File: src/logic/ccsf_regs.svh
// Register offsets, field positions, reset values and timing counts of the core cycle block
`ifndef CCSF_REGS_SVH
`define CCSF_REGS_SVH

// Register indices as seen by the core; APB byte address is four times the index
`define CCSF_IDX_STATUS_BANK0 10'h003
`define CCSF_IDX_STATUS_BANK1 10'h083
// Own registers, APB byte addresses
`define CCSF_ADDR_CTRL 12'h400
`define CCSF_ADDR_ACC 12'h404
`define CCSF_ADDR_PC 12'h408
`define CCSF_ADDR_PTR 12'h40c

// Data-memory file addresses inside a bank
`define CCSF_FILE_INDIRECT 7'h00
`define CCSF_FILE_STATUS 7'h03
`define CCSF_FILE_PTR 7'h04

// Status field positions
`define CCSF_ST_INDIRECT_BANK 7
`define CCSF_ST_PAGE_HIGH 6
`define CCSF_ST_PAGE_LOW 5
`define CCSF_ST_WDT_EXPIRY 4
`define CCSF_ST_SLEEP_ENTERED 3
`define CCSF_ST_NULL_RESULT 2
`define CCSF_ST_HALF_BYTE 1
`define CCSF_ST_MSB_OVF 0

// Reset values
`define CCSF_STATUS_RST 8'h18
`define CCSF_PC_RST 10'h000
`define CCSF_CTRL_RUN_RST 1'b1

// Timing: input clock cycles per instruction cycle
`define CCSF_PHASES_PER_CYCLE 4

`endif

File: src/logic/ccsf_pkg.sv
// Types shared by the core cycle block
package ccsf_pkg;

    // Quadrature phase of the instruction cycle
    typedef enum logic [1:0] {PH_ONE, PH_TWO, PH_THREE, PH_FOUR} ccsf_phase_t;

    // Operation classes of the instruction word
    typedef enum logic [3:0] {
        OP_NOP, OP_STORE_ACC, OP_CLEAR_REG, OP_ADD, OP_SUB, OP_AND, OP_NIBBLE_SWAP,
        OP_ROT_RIGHT, OP_ROT_LEFT, OP_BIT_CLEAR, OP_BIT_SET, OP_ADD_LIT, OP_LOAD_LIT,
        OP_JUMP, OP_WDT_CLEAR, OP_SLEEP
    } ccsf_op_t;

    // Program word: operation and argument (file, bit, literal or target)
    typedef struct packed {
        ccsf_op_t op;
        logic [9:0] arg;
    } ccsf_instr_t;

    // Arithmetic status and bank select register
    typedef struct packed {
        logic indirect_bank_select;
        logic page_select_high;
        logic page_select_low;
        logic watchdog_expiry_flag;
        logic sleep_entered_flag;
        logic null_result_flag;
        logic half_byte_flag;
        logic msb_overflow_bit;
    } ccsf_status_t;

    // Operation result with flag values and their update enables
    typedef struct packed {
        logic [7:0] result;
        logic z;
        logic dc;
        logic c;
        logic z_en;
        logic dc_en;
        logic c_en;
    } ccsf_alu_t;

endpackage

File: src/logic/ccsf_phase_gen.sv
// Divide-by-four quadrature phase generator
`timescale 1ns/1ps
`default_nettype none
module ccsf_phase_gen
    import ccsf_pkg::*;
(
    // Clock and reset
    input wire logic clk_i,
    input wire logic resetn_i,
    // Current phase
    output ccsf_pkg::ccsf_phase_t phase_o
);

    // Held in phase four under reset so the first cycle after release is phase one
    always_ff @(posedge clk_i)
    begin
        if (!resetn_i)
            phase_o <= PH_FOUR;
        else
        begin
            case (phase_o)
                PH_ONE: phase_o <= PH_TWO;
                PH_TWO: phase_o <= PH_THREE;
                PH_THREE: phase_o <= PH_FOUR;
                PH_FOUR: phase_o <= PH_ONE;
                default: phase_o <= PH_ONE;
            endcase
        end
    end

endmodule
`default_nettype wire

File: src/logic/ccsf_flag_alu.sv
// Result and status flag computation for one executing instruction
`timescale 1ns/1ps
`default_nettype none
module ccsf_flag_alu
    import ccsf_pkg::*;
(
    // Operation and operands
    input wire ccsf_pkg::ccsf_op_t op_i,
    input wire logic [9:0] arg_i,
    input wire logic [7:0] acc_i,
    input wire logic [7:0] opnd_i,
    input wire logic carry_i,
    // Result with flags
    output ccsf_pkg::ccsf_alu_t alu_o
);

    logic [7:0] add_a;
    logic [7:0] add_b;
    logic add_cin;
    logic [8:0] sum;
    logic [4:0] sum_lo;
    logic [7:0] bit_mask;

    // Shared adder; subtraction adds the two's complement of the accumulator
    always_comb
    begin
        add_a = opnd_i;
        add_b = acc_i;
        add_cin = 1'b0;
        if (op_i == OP_SUB)
        begin
            add_b = ~acc_i;
            add_cin = 1'b1;
        end
        else if (op_i == OP_ADD_LIT)
            add_a = arg_i[7:0];
        sum = {1'b0, add_a} + {1'b0, add_b} + {8'h00, add_cin};
        sum_lo = {1'b0, add_a[3:0]} + {1'b0, add_b[3:0]} + {4'h0, add_cin};
        bit_mask = 8'h01 << arg_i[9:7];
    end

    // Result and flag enables per operation
    always_comb
    begin
        alu_o = '0;
        case (op_i)
            OP_STORE_ACC: alu_o.result = acc_i;
            OP_CLEAR_REG:
            begin
                alu_o.result = 8'h00;
                alu_o.z_en = 1'b1;
            end
            OP_ADD, OP_SUB, OP_ADD_LIT:
            begin
                alu_o.result = sum[7:0];
                alu_o.c = sum[8];
                alu_o.dc = sum_lo[4];
                alu_o.z_en = 1'b1;
                alu_o.dc_en = 1'b1;
                alu_o.c_en = 1'b1;
            end
            OP_AND:
            begin
                alu_o.result = opnd_i & acc_i;
                alu_o.z_en = 1'b1;
            end
            OP_NIBBLE_SWAP: alu_o.result = {opnd_i[3:0], opnd_i[7:4]};
            OP_ROT_RIGHT:
            begin
                alu_o.result = {carry_i, opnd_i[7:1]};
                alu_o.c = opnd_i[0];
                alu_o.c_en = 1'b1;
            end
            OP_ROT_LEFT:
            begin
                alu_o.result = {opnd_i[6:0], carry_i};
                alu_o.c = opnd_i[7];
                alu_o.c_en = 1'b1;
            end
            OP_BIT_CLEAR: alu_o.result = opnd_i & ~bit_mask;
            OP_BIT_SET: alu_o.result = opnd_i | bit_mask;
            OP_LOAD_LIT: alu_o.result = arg_i[7:0];
            default: alu_o.result = 8'h00;
        endcase
        alu_o.z = (alu_o.result == 8'h00);
    end

endmodule
`default_nettype wire

File: src/logic/ccsf_core.sv
// Core cycle timing, two-stage pipeline and arithmetic status register
`include "ccsf_regs.svh"
`timescale 1ns/1ps
`default_nettype none
module ccsf_core
    import ccsf_pkg::*;
(
    // Clock and reset
    input wire logic CORE_CLK_I,
    input wire logic RESETN_I,
    // APB slave
    input wire logic PSEL_I,
    input wire logic PENABLE_I,
    input wire logic PWRITE_I,
    input wire logic [11:0] PADDR_I,
    input wire logic [31:0] PWDATA_I,
    output logic [31:0] PRDATA_O,
    output logic PREADY_O,
    output logic PSLVERR_O,
    // Program memory
    output logic [9:0] PM_ADDR_O,
    input wire ccsf_pkg::ccsf_instr_t PM_DATA_I,
    // Data memory
    output logic [8:0] DM_ADDR_O,
    output logic DM_RD_O,
    input wire logic [7:0] DM_RDATA_I,
    output logic DM_WR_O,
    output logic [7:0] DM_WDATA_O,
    // Watchdog time-out pin and core state
    input wire logic WDT_TIMEOUT_I,
    output ccsf_pkg::ccsf_phase_t PHASE_O,
    output ccsf_pkg::ccsf_status_t STATUS_O
);

    ccsf_phase_t phase;
    ccsf_status_t status_r;
    ccsf_instr_t fetch_r;
    ccsf_instr_t ir_r;
    ccsf_alu_t alu;
    logic fetch_valid_r;
    logic ir_valid_r;
    logic [9:0] pc_r;
    logic [7:0] acc_r;
    logic [7:0] ptr_r;
    logic [7:0] opnd_r;
    logic run_r;
    logic run_cycle_r;
    logic wdt_meta_r;
    logic wdt_sync_r;
    logic wdt_prev_r;
    logic wdt_event;
    logic apb_setup;
    logic apb_access;
    logic apb_wr;
    logic [9:0] apb_idx;
    logic hit_status;
    logic hit_ctrl;
    logic hit_acc;
    logic hit_pc;
    logic hit_ptr;
    logic exec;
    logic [8:0] eff_addr;
    logic dst_status;
    logic dst_ptr;
    logic reads_file;
    logic writes_file;
    logic writes_acc;
    logic jump_now;
    logic any_flag_en;

    // Phase divider
    ccsf_phase_gen u_phase_gen (
        .clk_i(CORE_CLK_I),
        .resetn_i(RESETN_I),
        .phase_o(phase)
    );

    // Combinational result and flag values of the executing instruction
    ccsf_flag_alu u_flag_alu (
        .op_i(ir_r.op),
        .arg_i(ir_r.arg),
        .acc_i(acc_r),
        .opnd_i(opnd_r),
        .carry_i(status_r.msb_overflow_bit),
        .alu_o(alu)
    );

    assign PHASE_O = phase;
    assign STATUS_O = status_r;

    // Watchdog time-out pin synchroniser; edge taken only from the second stage
    always_ff @(posedge CORE_CLK_I)
    begin
        if (!RESETN_I)
        begin
            wdt_meta_r <= 1'b0;
            wdt_sync_r <= 1'b0;
            wdt_prev_r <= 1'b0;
        end
        else
        begin
            wdt_meta_r <= WDT_TIMEOUT_I;
            wdt_sync_r <= wdt_meta_r;
            wdt_prev_r <= wdt_sync_r;
        end
    end
    assign wdt_event = wdt_sync_r & ~wdt_prev_r;

    // APB decode; a 12-bit byte address holds every register index times four
    assign apb_setup = PSEL_I & ~PENABLE_I;
    assign apb_access = PSEL_I & PENABLE_I & PREADY_O;
    assign apb_wr = apb_access & PWRITE_I;
    assign apb_idx = PADDR_I[11:2];
    assign hit_status = (PADDR_I[1:0] == 2'b00) &&
        ((apb_idx == `CCSF_IDX_STATUS_BANK0) || (apb_idx == `CCSF_IDX_STATUS_BANK1));
    assign hit_ctrl = (PADDR_I == `CCSF_ADDR_CTRL);
    assign hit_acc = (PADDR_I == `CCSF_ADDR_ACC);
    assign hit_pc = (PADDR_I == `CCSF_ADDR_PC);
    assign hit_ptr = (PADDR_I == `CCSF_ADDR_PTR);

    // APB answer: no wait state; every output registered from the setup cycle
    always_ff @(posedge CORE_CLK_I)
    begin
        if (!RESETN_I)
        begin
            PREADY_O <= 1'b0;
            PSLVERR_O <= 1'b0;
            PRDATA_O <= 32'h0000_0000;
        end
        else
        begin
            PREADY_O <= apb_setup;
            PSLVERR_O <= apb_setup & ~(hit_status | hit_ctrl | hit_acc | hit_pc | hit_ptr);
            PRDATA_O <= 32'h0000_0000;
            if (apb_setup && !PWRITE_I)
            begin
                if (hit_status)
                    PRDATA_O <= {24'h00_0000, status_r};
                else if (hit_ctrl)
                    PRDATA_O <= {31'h0000_0000, run_r};
                else if (hit_acc)
                    PRDATA_O <= {24'h00_0000, acc_r};
                else if (hit_pc)
                    PRDATA_O <= {22'h00_0000, pc_r};
                else if (hit_ptr)
                    PRDATA_O <= {24'h00_0000, ptr_r};
            end
        end
    end

    // Run control; sampled once per instruction so a cycle is never cut short
    always_ff @(posedge CORE_CLK_I)
    begin
        if (!RESETN_I)
        begin
            run_r <= `CCSF_CTRL_RUN_RST;
            run_cycle_r <= 1'b0;
        end
        else
        begin
            if (apb_wr && hit_ctrl)
                run_r <= PWDATA_I[0];
            if (phase == PH_FOUR)
                run_cycle_r <= run_r;
        end
    end

    // Decode of the executing instruction
    assign exec = ir_valid_r & run_cycle_r;
    assign jump_now = exec & (ir_r.op == OP_JUMP);
    always_comb
    begin
        if (ir_r.arg[6:0] == `CCSF_FILE_INDIRECT)
            eff_addr = {status_r.indirect_bank_select, ptr_r};
        else
            eff_addr = {status_r.page_select_high, status_r.page_select_low,
                ir_r.arg[6:0]};
        dst_status = (eff_addr[6:0] == `CCSF_FILE_STATUS) && !eff_addr[8];
        dst_ptr = (eff_addr[6:0] == `CCSF_FILE_PTR) && !eff_addr[8];
        reads_file = 1'b0;
        writes_file = 1'b0;
        writes_acc = 1'b0;
        case (ir_r.op)
            OP_ADD, OP_SUB, OP_AND, OP_NIBBLE_SWAP, OP_ROT_RIGHT, OP_ROT_LEFT:
            begin
                reads_file = 1'b1;
                writes_file = ir_r.arg[7];
                writes_acc = !ir_r.arg[7];
            end
            OP_BIT_CLEAR, OP_BIT_SET:
            begin
                reads_file = 1'b1;
                writes_file = 1'b1;
            end
            OP_STORE_ACC, OP_CLEAR_REG: writes_file = 1'b1;
            OP_ADD_LIT, OP_LOAD_LIT: writes_acc = 1'b1;
            default: writes_file = 1'b0;
        endcase
    end
    assign any_flag_en = alu.z_en | alu.dc_en | alu.c_en;

    // Fetch stage: count in phase one, latch word in phase four
    always_ff @(posedge CORE_CLK_I)
    begin
        if (!RESETN_I)
        begin
            pc_r <= `CCSF_PC_RST;
            PM_ADDR_O <= `CCSF_PC_RST;
            fetch_r <= '0;
            fetch_valid_r <= 1'b0;
        end
        else if (run_cycle_r)
        begin
            if (phase == PH_ONE)
            begin
                PM_ADDR_O <= pc_r;
                pc_r <= pc_r + 10'h001;
            end
            if (phase == PH_FOUR)
            begin
                fetch_r <= PM_DATA_I;
                fetch_valid_r <= !jump_now;
                if (jump_now)
                    pc_r <= ir_r.arg;
            end
        end
    end

    // Execute stage: instruction register loads in phase one while the next word is fetched
    always_ff @(posedge CORE_CLK_I)
    begin
        if (!RESETN_I)
        begin
            ir_r <= '0;
            ir_valid_r <= 1'b0;
        end
        else if (run_cycle_r && phase == PH_ONE)
        begin
            ir_r <= fetch_r;
            ir_valid_r <= fetch_valid_r;
        end
    end

    // Operand capture in phase three from internal registers or returned memory data
    always_ff @(posedge CORE_CLK_I)
    begin
        if (!RESETN_I)
            opnd_r <= 8'h00;
        else if (exec && phase == PH_THREE)
        begin
            if (dst_status)
                opnd_r <= status_r;
            else if (dst_ptr)
                opnd_r <= ptr_r;
            else
                opnd_r <= DM_RDATA_I;
        end
    end

    // Data memory port: read strobe in phase two, write strobe in phase four
    always_ff @(posedge CORE_CLK_I)
    begin
        if (!RESETN_I)
        begin
            DM_ADDR_O <= 9'h000;
            DM_RD_O <= 1'b0;
            DM_WR_O <= 1'b0;
            DM_WDATA_O <= 8'h00;
        end
        else
        begin
            DM_RD_O <= 1'b0;
            DM_WR_O <= 1'b0;
            if (exec && phase == PH_TWO && reads_file && !dst_status && !dst_ptr)
            begin
                DM_ADDR_O <= eff_addr;
                DM_RD_O <= 1'b1;
            end
            if (exec && phase == PH_FOUR && writes_file && !dst_status && !dst_ptr)
            begin
                DM_ADDR_O <= eff_addr;
                DM_WR_O <= 1'b1;
                DM_WDATA_O <= alu.result;
            end
        end
    end

    // Accumulator and pointer destinations
    always_ff @(posedge CORE_CLK_I)
    begin
        if (!RESETN_I)
        begin
            acc_r <= 8'h00;
            ptr_r <= 8'h00;
        end
        else
        begin
            if (apb_wr && hit_ptr)
                ptr_r <= PWDATA_I[7:0];
            if (exec && phase == PH_FOUR)
            begin
                if (writes_acc)
                    acc_r <= alu.result;
                if (writes_file && dst_ptr)
                    ptr_r <= alu.result;
            end
        end
    end

    // Status register; core write in phase four overrides a bus write in the same cycle
    always_ff @(posedge CORE_CLK_I)
    begin
        if (!RESETN_I)
            status_r <= `CCSF_STATUS_RST;
        else
        begin
            if (apb_wr && hit_status)
            begin
                // Reset-status flags are left alone
                status_r.indirect_bank_select <= PWDATA_I[`CCSF_ST_INDIRECT_BANK];
                status_r.page_select_high <= PWDATA_I[`CCSF_ST_PAGE_HIGH];
                status_r.page_select_low <= PWDATA_I[`CCSF_ST_PAGE_LOW];
                status_r.null_result_flag <= PWDATA_I[`CCSF_ST_NULL_RESULT];
                status_r.half_byte_flag <= PWDATA_I[`CCSF_ST_HALF_BYTE];
                status_r.msb_overflow_bit <= PWDATA_I[`CCSF_ST_MSB_OVF];
            end
            if (exec && phase == PH_FOUR)
            begin
                if (writes_file && dst_status)
                begin
                    status_r.indirect_bank_select <= alu.result[`CCSF_ST_INDIRECT_BANK];
                    status_r.page_select_high <= alu.result[`CCSF_ST_PAGE_HIGH];
                    status_r.page_select_low <= alu.result[`CCSF_ST_PAGE_LOW];
                    if (!any_flag_en)
                    begin
                        status_r.null_result_flag <= alu.result[`CCSF_ST_NULL_RESULT];
                        status_r.half_byte_flag <= alu.result[`CCSF_ST_HALF_BYTE];
                        status_r.msb_overflow_bit <= alu.result[`CCSF_ST_MSB_OVF];
                    end
                end
                // Flag-affecting operations win over the data write
                if (alu.z_en)
                    status_r.null_result_flag <= alu.z;
                if (alu.dc_en)
                    status_r.half_byte_flag <= alu.dc;
                if (alu.c_en)
                    status_r.msb_overflow_bit <= alu.c;
                if (ir_r.op == OP_WDT_CLEAR)
                begin
                    status_r.watchdog_expiry_flag <= 1'b1;
                    status_r.sleep_entered_flag <= 1'b1;
                end
                if (ir_r.op == OP_SLEEP)
                begin
                    status_r.watchdog_expiry_flag <= 1'b1;
                    status_r.sleep_entered_flag <= 1'b0;
                end
            end
            // A time-out beats a watchdog clear in the same cycle
            if (wdt_event)
                status_r.watchdog_expiry_flag <= 1'b0;
        end
    end

endmodule
`default_nettype wire

File: config.mk
export PLATFORM = sky130hd
export DESIGN_NAME = ccsf_core
export DESIGN_NICKNAME = d
export VERILOG_FILES = /design/src/logic/ccsf_pkg.sv /design/src/logic/ccsf_phase_gen.sv /design/src/logic/ccsf_flag_alu.sv /design/src/logic/ccsf_core.sv
export VERILOG_INCLUDE_DIRS = /design/src /design/src/logic
export SDC_FILE = /design/constraint.sdc
export NUM_CORES = 1
export LEC_CHECK = 0
export BUFFER_PORTS_ARGS = -buffer_cell sky130_fd_sc_hd__buf_4
export CAP_MARGIN = 5
export CORE_ASPECT_RATIO = 0.8
export CORE_UTILIZATION = 45
export DETAILED_ROUTE_END_ITERATION = 8
export PLACE_DENSITY = 0.68
export REMOVE_ABC_BUFFERS = 1
export SLEW_MARGIN = 20
export SYNTH_ARGS = -nofsm -noshare
export SYNTH_HDL_FRONTEND = slang
export SYNTH_SLANG_ARGS = --single-unit
export TNS_END_PERCENT = 30
File: constraint.sdc
create_clock -name CORE_CLK_I -period 11.17 [get_ports CORE_CLK_I]
set_input_delay 1.117 -clock CORE_CLK_I [delete_from_list [all_inputs] [get_ports CORE_CLK_I]]
set_output_delay 1.117 -clock CORE_CLK_I [all_outputs]
set_load 0.02 [all_outputs]
== After elaboration in Yosys (flattened, before gate mapping) ==
Cells that the tools add are included.

* Register bits: 142
* Input port bits: 72
* Output and inout port bits: 73

* Add/subtract/negate cells: 5
* Equality and inequality tests: 26
* Shift operators: 1
* Multiplexer cells: 44
* Bitwise operators: 24
* Reductions and logical operators: 49

{| class="wikitable"
|+ Operators by type and width
! kind !! count
|-
| $mux 8 || 13
|-
| $pmux 8 s9 || 1
|-
| $eq 12x11->1 const B || 4
|-
| $mux 10 || 4
|-
| $eq 4x4->1 const B || 8
|-
| $mux 9 || 3
|-
| $logic_and 1x1->1 || 19
|-
| $and 8x8->8 || 2
|-
| $eq 4x3->1 const B || 4
|-
| $not 8->8 || 2
|-
| $mux 3 || 5
|-
| $reduce_or 5->1 || 3
|-
| $mux 1 || 12
|-
| $reduce_and 2->1 || 6
|-
| $reduce_or 6->1 || 2
|-
| $add 10x1->10 const B || 1
|-
| $eq 10x2->1 const B || 1
|-
| $eq 10x8->1 const B || 1
|-
| $add 8x8->9 || 1
|-
| $add 9x1->9 || 1
|-
| $and 1x1->1 || 8
|-
| $eq 4x2->1 const B || 2
|-
| $logic_not 8->1 || 1
|-
| $or 8x8->8 || 1
|-
| 24 further kinds || 44
|}

== Logic depth before layout (Yosys ltp) ==
Gate-level depths: netlist of the first run.

* Word-level depth: 11
* Gate-level depth with buffers: 15

== Hierarchy ==
A second synthesis of the first run with hierarchy kept.

* Cells, all modules: 868
* Area, all modules: 6,974.2 µm²

{| class="wikitable"
|+ By module, submodules not included
! module !! times used !! cells an instance !! area an instance (µm²)
|-
| ccsf_core || 1 || 696 || 5,647.9
|-
| ccsf_flag_alu || 1 || 164 || 1,237.4
|-
| ccsf_phase_gen || 1 || 8 || 88.8
|}

== Worst setup path before layout of the first run ==
No wires, ideal clock.

* Kind: reg-to-reg
* Start: register ir_r[11] (netlist name)
* End: register status_r (netlist bit STATUS_O[2])
* Setup time: 0.117 ns
* Data arrival time: 3.433 ns
* Data required time: 11.053 ns
* Path slack: 7.620 ns
* Stages on the path, launching flop included: 16
* Buffers on the path: 3
* Period minus slack after synthesis: 3.550 ns
* Path through: dfxtp_1 > buf_2 > buf_2 > nand4b_1 > clkbuf_1 > nor2_1 > a21o_1 > inv_1 > fa_1 > nand2b_1 > a211oi_1 > nor3_1 > o311ai_0 > nor4_1 > and3_1 > a32o_1

* Word-level cells in the longest chain between the ends: 10
* Elaborated cells on any way between the ends: 36
* Those cells by class: add/sub: 2; eq/ne: 12; mux: 13; bitwise: 2; reduce/logical: 7

{| class="wikitable"
|+ RTL lines
! item !! RTL line !! source
|-
| start: declaration || ccsf_core.sv:38 || <nowiki>ccsf_instr_t ir_r;</nowiki>
|-
| start signal: assignment || ccsf_core.sv:239 || <nowiki>ir_r <= fetch_r;</nowiki>
|-
| $eq 4x4->1 || ccsf_flag_alu.sv:35, ccsf_flag_alu.sv:46 ||
|-
| $mux 8 || ccsf_flag_alu.sv:35 || <nowiki>else if (op_i == OP_ADD_LIT)</nowiki>
|-
| $mux 8 || ccsf_flag_alu.sv:30 || <nowiki>if (op_i == OP_SUB)</nowiki>
|-
| $add 8x8->9 || ccsf_flag_alu.sv:37 || <nowiki>sum = {1'b0, add_a} + {1'b0, add_b} + {8'h00, add_cin};</nowiki>
|-
| $add 9x1->9 || ccsf_flag_alu.sv:37 ||
|-
| $pmux 8 s9 || ccsf_flag_alu.sv:46 || <nowiki>case (op_i)</nowiki>
|-
| $mux 3 || ccsf_core.sv:334 || <nowiki>if (!any_flag_en)</nowiki>
|-
| $mux 3 || ccsf_core.sv:329 || <nowiki>if (writes_file && dst_status)</nowiki>
|-
| $mux 1 (*) || ccsf_core.sv:342 || <nowiki>if (alu.z_en)</nowiki>
|-
| $mux 8 (*) || ccsf_core.sv:327 || <nowiki>if (exec && phase == PH_FOUR)</nowiki>
|-
| end signal: assignment || ccsf_core.sv:314 || <nowiki>status_r <= `CCSF_STATUS_RST;</nowiki>
|-
| end: declaration || ccsf_core.sv:36 || <nowiki>ccsf_status_t status_r;</nowiki>
|}

Mark *: on every way between the ends. The rest lies on a longest branch, timed or not. The select of a mux whose other input is x is not followed.
A chain may end at the register's enable or synchronous reset.

== Worst setup path in the final report of the first run ==
* Start: register ir_r[13] (netlist name)
* End: register status_r (netlist bit STATUS_O[2])

The elaborated chain is that of the path after synthesis.

==> results of run 1 <==
layout by cell type, fill, tap and decap left out, types with 8 or more instances in the layout:
master and instances:
buf_4 106, nor2_1 73, nand2_1 139, clkbuf_16 17, mux2i_1 35, conb_1 22
ha_1 12, o211ai_1 11, o21ai_0 38, a21oi_1 74, a22oi_1 22, mux2_2 14
nor2b_1 14, and2_1 9, inv_1 19, dfxtp_1 120, a211oi_1 24, xor2_1 8
nor3_1 13, nand3_1 11
power by group:
part	total (uW)	internal [uW]	leakage (uW)	switching, uW
clock network	525	327	0.000274	198
logic	69.8	26.9	0.00190	42.9
registers	448	437	0.000970	10.9
routing by layer:
| layer | GRT usage | vias to the layer above |
|---|---|---|
| li1 | - | 3128 |
| met1 | 0.368 | 2985 |
| met2 | 0.380 | 317 |
| met3 | 0.0787 | 58 |
| met4 | 0.100 | 0 |
| met5 | 0 | - |
path summary, 6_finish.rpt:
check | startpoint | to | slack, ps | cells after the start
setup reg to reg | ir_r[13]$_SDFFE_PN0P_ | STATUS_O[2]$_SDFF_PN0_ | 6740 | 9
hold / removal | wdt_meta_r$_SDFF_PN0_ | wdt_sync_r$_SDFF_PN0_ | 430 | 1
hold reg to reg | wdt_meta_r$_SDFF_PN0_ | wdt_sync_r$_SDFF_PN0_ | 430 | 1
setup / recovery | ir_r[13]$_SDFFE_PN0P_ | STATUS_O[2]$_SDFF_PN0_ | 6740 | 9
cells by family (layout without fill, tap and decap cells):
| kind of cell | count (synthesis) | count (layout) |
|---|---|---|
| other | 1 | 22 |
| adders and majority gates | 13 | 13 |
| buffers and inverters | 105 | 158 |
| xor gates and xnor gates | 13 | 13 |
| muxes | 50 | 50 |
| and+or+nand+nor | 325 | 325 |
| DFF | 120 | 120 |
| AOI/OAI and AO/OA | 225 | 225 |
final cells by class:
| cell class | count | area, um2 |
|---|---|---|
| clock buffers | 20 | 437 |
| clock inverters | 12 | 126 |
| fillers | 1344 | 6450 |
| inverters | 20 | 75.1 |
| multi-input cells | 648 | 3970 |
| flip-flops and latches | 120 | 2400 |
| well taps | 184 | 230 |
| repair buffers | 106 | 796 |
sequential cells by signal, indices dropped and copies added (netlist names), 2 cells and up:
| name | flops |
|---|---|
| DM_ADDR_O | 9 |
| DM_WDATA_O | 8 |
| PM_ADDR_O | 10 |
| PRDATA_O | 10 |
| STATUS_O | 8 |
| acc_r | 8 |
| fetch_r | 14 |
| ir_r | 14 |
| opnd_r | 8 |
| pc_r | 10 |
| ptr_r | 8 |
| u_phase_gen.phase_o | 2 |
worst max-delay path: stages, from the launching register on:
cell and delay, ps:
dfxtp_1 840, nand4b_1 770, mux2_2 520, ha_1 350, o211ai_1 100, o21ai_0 460
xor2_1 120, a221oi_1 780, and3_1 270, a32o_1 160
stage by stage:
step | cell area (um2) | utilization
after floorplan | 6430 | -
after global placement | 7470 | 0.515
after detailed placement | 7470 | 0.515
after CTS | 8030 | 0.554
after global routing | 8040 | 0.555
final | 8040 | 0.555
==> impl_metrics.env, run 1 <==
export IMPL_routed_wl_met2_um=8600
export IMPL_setup_viol=0
export IMPL_clock_sinks=120
export IMPL_stdcell_count=1110
export IMPL_syn_avg_cell_area_um2=7.97
export IMPL_drv_slew=0
export IMPL_drt_pass1_iterations=6
export IMPL_synth_fa_ha_area_frac=0.0251
export IMPL_worstSetupPathType="reg -> reg"
export IMPL_status="complete, no violations"
export IMPL_vias=6488
export IMPL_synthTopCellsByArea="dfxtp_1, nand2_1, a21oi_1"
export IMPL_fin_nets=998
export IMPL_die_height_um=112
export IMPL_yosys_area_share_simple=0.234
export IMPL_initial_core_util=0.468
export IMPL_synth_compound_area_frac=0.216
export IMPL_drc=0
export IMPL_cts_tree="yes"
export IMPL_area_growth_pct=18.4
export IMPL_grtUsageTotal=0.264
export IMPL_worstSetupEndpointType="flip-flop"
export IMPL_synthCells=852
export IMPL_p_leak_uw=0.00315
export IMPL_hpwl_um=14300
export IMPL_peakVddDrop_v=0.000119
export IMPL_grt_pass1_wl_um=32000
export IMPL_grt_max_degree=72
export IMPL_fin_ws_ps=6740
export IMPL_critPathMaxFanout=25
export IMPL_postCtsSetupRepairBufs=0
export IMPL_num_rows=39
export IMPL_routed_via_density=5.85
export IMPL_yosys_warnings=0
export IMPL_finClkSkew_ps=5.93
export IMPL_die_area_mm2=0.0156
export IMPL_antenna_found_initial=0
export IMPL_ys_async_sr_fraction=0
export IMPL_place_congestion=0.948
export IMPL_dr_max_layer_used="met4"
export IMPL_ys_types=72
export IMPL_synth_enable_flop_cells=0
export IMPL_synthXorXnorAreaFrac=0.0168
export IMPL_m1WireLength_um=9180
export IMPL_hp_class="reg -> reg"
export IMPL_arrival_ps=4790
export IMPL_dpl_cell_count=1078
export IMPL_holdBufCountCts=0
export IMPL_fin_crit_ps=4430
export IMPL_whs_ps=434
export IMPL_path_clk_slew_ps=60
export IMPL_period_share=0.397
export IMPL_ios=145
export IMPL_yosysTopAreaCell="dfxtp_1"
export IMPL_wl_met3_um=2040
export IMPL_insertion_delay_ps=420
export IMPL_synth_top_family_by_area="simple AND/OR/NAND/NOR gates"
export IMPL_synth_seq_area_share=0.354
export IMPL_cts_buffer_depth=2
export IMPL_wl_per_cell_um=18.4
export IMPL_ys_ff_latch=120
export IMPL_layout_drive_gt1_share=0.178
export IMPL_tightest_slew_ps=1120
export IMPL_finalHoldViolCount=0
export IMPL_dieWidth_um=139
export IMPL_cts_buffers=17
export IMPL_synth_ff_type="dfxtp_1"
export IMPL_netlist_area_leader_share=0.354
export IMPL_pre_cts_ws_ps=6870
export IMPL_max_freq_ghz=0.226
export IMPL_grt_pass1_vias=5871
export IMPL_synth_most_common_cell="nand2_1"
export IMPL_root_buffer="clkbuf_16"
export IMPL_postRouteAntennaNets=0
export IMPL_relSlewSlack=0.243
export IMPL_fin_setup_tns_ps=0
export IMPL_wl_um=20400
export IMPL_p_total_uw=1040
export IMPL_drv_cap=0
export IMPL_drt_initial_drc_count=571
export IMPL_port_buffers=98
export IMPL_core_area_mm2=0.0145
export IMPL_diodes=0
export IMPL_power_per_cell_area_mw_per_mm2=130
export IMPL_critPathLaunchType="flip-flop"
export IMPL_synthMuxAreaShare=0.0781
export IMPL_cts_max_level=4
export IMPL_critPathRequiredTime_ps=11530
export IMPL_cts_resized=0
export IMPL_grt_setup_unrepaired="false"
export IMPL_overflow=0
export IMPL_synth_cell_area_mm2=0.00679
export IMPL_synth_common_cells="nand2_1, dfxtp_1, a21oi_1"
(Power assumes the default switching activity.)
==> inputs of run 2 (changes only) <==
ABC_AREA = 1   (was default)
PLACE_DENSITY = 0.7   (was 0.68)
clock period = 3.7 ns   (was 11.17 ns; I/O delays follow)
==> run 2 against run 1 <==
- sequential share of layout area is 1.1 points lower
- maximum frequency is 35% higher
- synthesized area is 1.6% higher
- clock-buffer cell count is 1 lower
- flip-flop and latch count stayed put
- register-to-register slack worse by 6300 ps
- design area is 3.7% higher
- first-iteration DRC count is 45% higher
- sequential power grew to 3.1 times the previous value
- die area is 1.6% higher
- global-route usage is 3.3 points higher
- combinational power grew to 6.0 times the previous value
==> impl_metrics.env, run 2 <==
export IMPL_yosysTopAreaCell="dfxtp_1"
export IMPL_max_freq_ghz=0.306
export IMPL_ys_ff_latch=120
export IMPL_synth_common_cells="nand2_1, dfxtp_1, inv_1"
export IMPL_finClkSkew_ps=8.56
export IMPL_vias=7285
export IMPL_fin_nets=1222
export IMPL_wl_um=22800
export IMPL_grt_setup_unrepaired="false"
export IMPL_ios=145
export IMPL_finalHoldViolCount=0
export IMPL_synth_most_common_cell="nand2_1"
export IMPL_critPathMaxFanout=9
export IMPL_cts_buffer_depth=2
export IMPL_cts_tree="yes"
export IMPL_root_buffer="clkbuf_16"
export IMPL_cts_buffers=17
export IMPL_die_area_mm2=0.0158
export IMPL_synth_enable_flop_cells=0
export IMPL_area_growth_pct=20.8
export IMPL_worstSetupPathType="reg -> reg"
export IMPL_synth_cell_area_mm2=0.00690
export IMPL_drt_pass1_iterations=5
export IMPL_drc=0
export IMPL_arrival_ps=3630
export IMPL_routed_via_density=5.44
export IMPL_wl_per_cell_um=17.1
export IMPL_die_height_um=113
export IMPL_utilization=0.555
export IMPL_fin_setup_tns_ps=0
export IMPL_status="complete, no violations"
export IMPL_clock_sinks=120
export IMPL_diodes=0
export IMPL_dieWidth_um=140
export IMPL_num_rows=40
export IMPL_ys_types=50
export IMPL_fin_crit_ps=3270
export IMPL_drt_initial_drc_count=827
export IMPL_insertion_delay_ps=430
export IMPL_port_buffers=98
export IMPL_worstSetupEndpointType="flip-flop"
export IMPL_relSlewSlack=0.353
export IMPL_postCtsSetupRepairBufs=0
export IMPL_drv_cap=0
export IMPL_synthCells=1043
export IMPL_top_regs="fetch_r (14), ir_r (14)"
export IMPL_synth_seq_area_share=0.348
export IMPL_hpwl_um=16900
export IMPL_grt_pass1_wl_um=35400
export IMPL_drv_slew=0
export IMPL_peakVddDrop_v=0.000338
export IMPL_syn_avg_cell_area_um2=6.62
export IMPL_critPathLaunchType="flip-flop"
export IMPL_period_share=0.884
export IMPL_hp_class="in -> reg"
export IMPL_cts_resized=0
export IMPL_holdBufCountCts=0
export IMPL_layout_common_cells="nand2_1, dfxtp_1, buf_4"
export IMPL_netlist_area_leader_share=0.348
export IMPL_setup_viol=0
export IMPL_postRouteAntennaNets=0
export IMPL_place_congestion=1.01
export IMPL_layout_drive_gt1_share=0.166
export IMPL_grt_pass1_vias=6420
export IMPL_antenna_found_initial=1
export IMPL_critPathRequiredTime_ps=4060
export IMPL_final_common_cell="nand2_1"
export IMPL_yosys_warnings=0
export IMPL_overflow=0
export IMPL_cts_max_level=4
export IMPL_grt_max_degree=52
export IMPL_core_area_mm2=0.0150
export IMPL_synth_ff_type="dfxtp_1"
export IMPL_ys_async_sr_fraction=0
export IMPL_synthTopCellsByArea="dfxtp_1, nand2_1, a21oi_1"
export IMPL_power_per_cell_area_mw_per_mm2=434
export IMPL_initial_core_util=0.460
export IMPL_path_clk_slew_ps=60
export IMPL_grtUsageTotal=0.297
export IMPL_tightest_slew_ps=968
export IMPL_p_leak_uw=0.00379
-- run 2: worst paths after layout --
check / slack [ps] / from / cells past startpoint / endpoint
min reg2reg: 410 / wdt_meta_r$_SDFF_PN0_ / 2 / wdt_sync_r$_SDFF_PN0_
min: 120 / WDT_TIMEOUT_I / 3 / wdt_meta_r$_SDFF_PN0_
max: 430 / ir_r[10]$_SDFFE_PN0P_ / 15 / STATUS_O[2]$_SDFF_PN0_
max reg2reg: 430 / ir_r[10]$_SDFFE_PN0P_ / 15 / STATUS_O[2]$_SDFF_PN0_
-- run 2: cells by family after synthesis --
| family | Yosys count | synth area share |
|---|---|---|
| xor+xnor | 11 | 0.0140 |
| other cells | 1 | 0.000543 |
| buf+inv | 176 | 0.113 |
| simple gates | 463 | 0.290 |
| compound gates | 257 | 0.207 |
| flops | 120 | 0.348 |
| mux | 2 | 0.00308 |
| fa+ha+maj | 13 | 0.0247 |
-- run 2: worst max-delay path: stages (launching register included) --
cell	delay [ps]
dfxtp_1	340
nor2_1	310
nand2_1	360
xor2_1	240
ha_1	380
a21oi_1	270
o21ai_0	110
nor2_1	150
nand2_1	70
nand2_1	60
nor2_1	40
nor2_1	390
nand3_1	120
nor2_1	110
nand3_1	80
a21oi_1	160
-- run 2: layer usage --
layer  part of all wire  routed length [um]  vias to the layer above  track usage
met5            0.00053                  12                        -            0
met4              0.030                 684                        2        0.125
met3              0.098                2240                       57       0.0825
met2               0.41                9310                      345        0.434
met1               0.46               10600                     3299        0.410
li1                   -                   -                     3582            -
-- run 2: layout make-up --
class	instances	area [um2]
Multi-Input combinational cell	768	3800
Clock buffer	19	453
Tap cell	189	236
Clock inverter	13	191
Fill cell	1503	6680
Sequential cell	120	2400
Inverter	125	469
Timing Repair Buffer	105	788
-- run 2: through the flow --
stage	power (uW)	setup slack, ps	area [um2]	hold WS [ps]	std cells
after detailed placement	1820	523	7690	401	1307
after CTS	3620	507	8340	111	1339
after floorplan	1660	899	6670	390	1013
after global placement	1820	517	7690	392	1307
after global routing	3740	115	8340	115	1339
final	3610	428	8340	117	1339
-- run 2: power breakdown --
| part | switching, uW | internal [uW] | total [uW] |
|---|---|---|---|
| combinational | 280 | 137 | 417 |
| clock | 647 | 1170 | 1820 |
| sequential | 37.0 | 1350 | 1380 |
| total | 964 | 2650 | 3610 |
==> inputs of run 3 (changes only) <==
CORE_ASPECT_RATIO = 0.7   (was 0.8)
==> run 3 against run 2 <==
- sequential share of layout area is 0.095 points higher
- routed wire length increased by 1.3%
- worst setup slack better by 52 ps
- sequential power about the same
- combinational power about the same
- first-iteration DRC count shrank 4.6%
- hold slack gained 21 ps
==> impl_metrics.env, run 3 (synthesized netlist as in run 2, its figures left out) <==
export IMPL_drc=0
export IMPL_cts_tree="yes"
export IMPL_worstHoldStart="WDT_TIMEOUT_I"
export IMPL_cts_resized=0
export IMPL_diodes=0
export IMPL_setup_viol=0
export IMPL_critPathMaxFanout=8
export IMPL_cts_buffer_depth=2
export IMPL_hp_class="in -> reg"
export IMPL_num_rows=37
export IMPL_switching_share=0.270
export IMPL_p_sw_uw=943
export IMPL_cts_max_level=4
export IMPL_hold_end="wdt_meta_r$_SDFF_PN0_"
export IMPL_ff2ff_setup_slack_ps=480
export IMPL_grt_max_degree=50
export IMPL_root_buffer="clkbuf_16"
export IMPL_finClkSkew_ps=7.12
export IMPL_peakVddDrop_v=0.000338
export IMPL_dpl_cell_area_mm2=0.00771
export IMPL_drt_pass1_iterations=6
export IMPL_layout_drive_gt1_share=0.166
export IMPL_hpwl_um=17600
export IMPL_vias=7298
export IMPL_grt_pass1_wl_um=35700
export IMPL_area_growth_pct=20.4
export IMPL_core_area_mm2=0.0148
export IMPL_worstSetupEndpointType="flip-flop"
export IMPL_met3_usage=0.0567
export IMPL_port_buffers=98
export IMPL_p_leak_uw=0.00377
export IMPL_clock_sinks=120
export IMPL_whs_ps=138
export IMPL_postCtsSetupRepairBufs=0
export IMPL_initial_core_util=0.466
export IMPL_grtUsageTotal=0.299
export IMPL_pwr_share_seq=0.396
export IMPL_overflow=0
export IMPL_dpl_cell_count=1314
export IMPL_rr_endpoint="STATUS_O[2]$_SDFF_PN0_"
export IMPL_grt_pass1_vias=6370
export IMPL_combPwrFrac=0.119
export IMPL_critPathLaunchType="flip-flop"
export IMPL_drv_cap=0
export IMPL_routed_via_density=5.42
export IMPL_place_congestion=0.977
export IMPL_holdBufCountCts=0
export IMPL_stdcell_count=1346
export IMPL_status="complete, no violations"
export IMPL_path_clk_slew_ps=50
export IMPL_fin_crit_ps=3220
export IMPL_critPathRequiredTime_ps=4050
export IMPL_grt_busiest_layer="met1"
export IMPL_met1_usage=0.449
export IMPL_utilization=0.561
export IMPL_period_share=0.870
export IMPL_cts_buffers=17
export IMPL_wl_per_cell_um=17.2
export IMPL_clockPowerShare=0.485
export IMPL_p_int_uw=2550
export IMPL_nFillCells=1536
export IMPL_worstSetupPathType="reg -> reg"
export IMPL_max_freq_ghz=0.311
export IMPL_fin_area_mm2=0.00831
export IMPL_wl_um=23100
export IMPL_arrival_ps=3570
export IMPL_die_height_um=106
export IMPL_fin_nets=1223
export IMPL_dieWidth_um=150
export IMPL_worstRegToRegCells=14
export IMPL_insertion_delay_ps=420
export IMPL_fin_setup_tns_ps=0
export IMPL_layout_common_cells="nand2_1, dfxtp_1, buf_4"
export IMPL_drv_slew=0
export IMPL_r2r_start="ir_r[10]$_SDFFE_PN0P_"
export IMPL_antenna_found_initial=0
export IMPL_grt_setup_unrepaired="false"
export IMPL_top_regs="fetch_r (14), ir_r (14)"
export IMPL_power_per_cell_area_mw_per_mm2=420
export IMPL_postRouteAntennaNets=0
export IMPL_hold_path_depth=3
export IMPL_ios=145
export IMPL_final_common_cell="nand2_1"
export IMPL_tightest_slew_ps=734
export IMPL_finalHoldViolCount=0
export IMPL_relSlewSlack=0.509
export IMPL_die_area_mm2=0.0158
export IMPL_grt_use_met2=0.432
export IMPL_drt_initial_drc_count=789
[run 3: stage by stage]
stage	total power [uW]	setup slack, ps
after global routing	3610	297
after floorplan	1660	899
after global placement	1810	656
after CTS	3500	556
after detailed placement	1820	614
final	3490	480
[run 3: power by group through the flow]
stage                     Sequential [uW]  Combinational [uW]  Clock [uW]
after CTS                            1380                 411        1700
final                                1380                 414        1690
after floorplan                      1420                 240           0
after global routing                 1390                 464        1760
after detailed placement             1410                 410           0
after global placement               1410                 405           0
[run 3: area by class of cell]
| class | count | area (um2) | area share |
|---|---|---|---|
| clock inverter | 10 | 118 | 0.0142 |
| clock buffer | 22 | 484 | 0.0583 |
| timing repair buffer | 106 | 796 | 0.0958 |
| tap | 195 | 244 | 0.0294 |
| multi-input combinational | 768 | 3800 | 0.457 |
| sequential | 120 | 2400 | 0.289 |
| inverter | 125 | 469 | 0.0565 |
[run 3: worst max path at each step]
stage	from	end	slack [ps]
detailed placement	ir_r[10]$_SDFFE_PN0P_	STATUS_O[2]$_SDFF_PN0_	610
floorplan	ir_r[10]$_SDFFE_PN0P_	STATUS_O[2]$_SDFF_PN0_	900
global route	ir_r[10]$_SDFFE_PN0P_	STATUS_O[2]$_SDFF_PN0_	300
CTS	ir_r[10]$_SDFFE_PN0P_	STATUS_O[2]$_SDFF_PN0_	560
global placement	ir_r[10]$_SDFFE_PN0P_	STATUS_O[2]$_SDFF_PN0_	660
finish	ir_r[10]$_SDFFE_PN0P_	STATUS_O[2]$_SDFF_PN0_	480
[run 3: critical path, stage by stage (launching register included)]
cell	delay, ps
dfxtp_1	350
nor2_1	300
nand2_1	340
xor2_1	270
fa_1	520
or2_2	340
nand2_1	100
nand2_1	60
nand3_1	110
nand3_1	170
nor2_1	160
nand3_1	90
nor2_1	110
nand3_1	90
a21oi_1	150
[run 3: layer usage]
metal  part of all wire  routed length [um]
met1               0.47               10900
met2               0.41                9410
met3               0.11                2460
met4              0.016                 362
met5                  0                   0
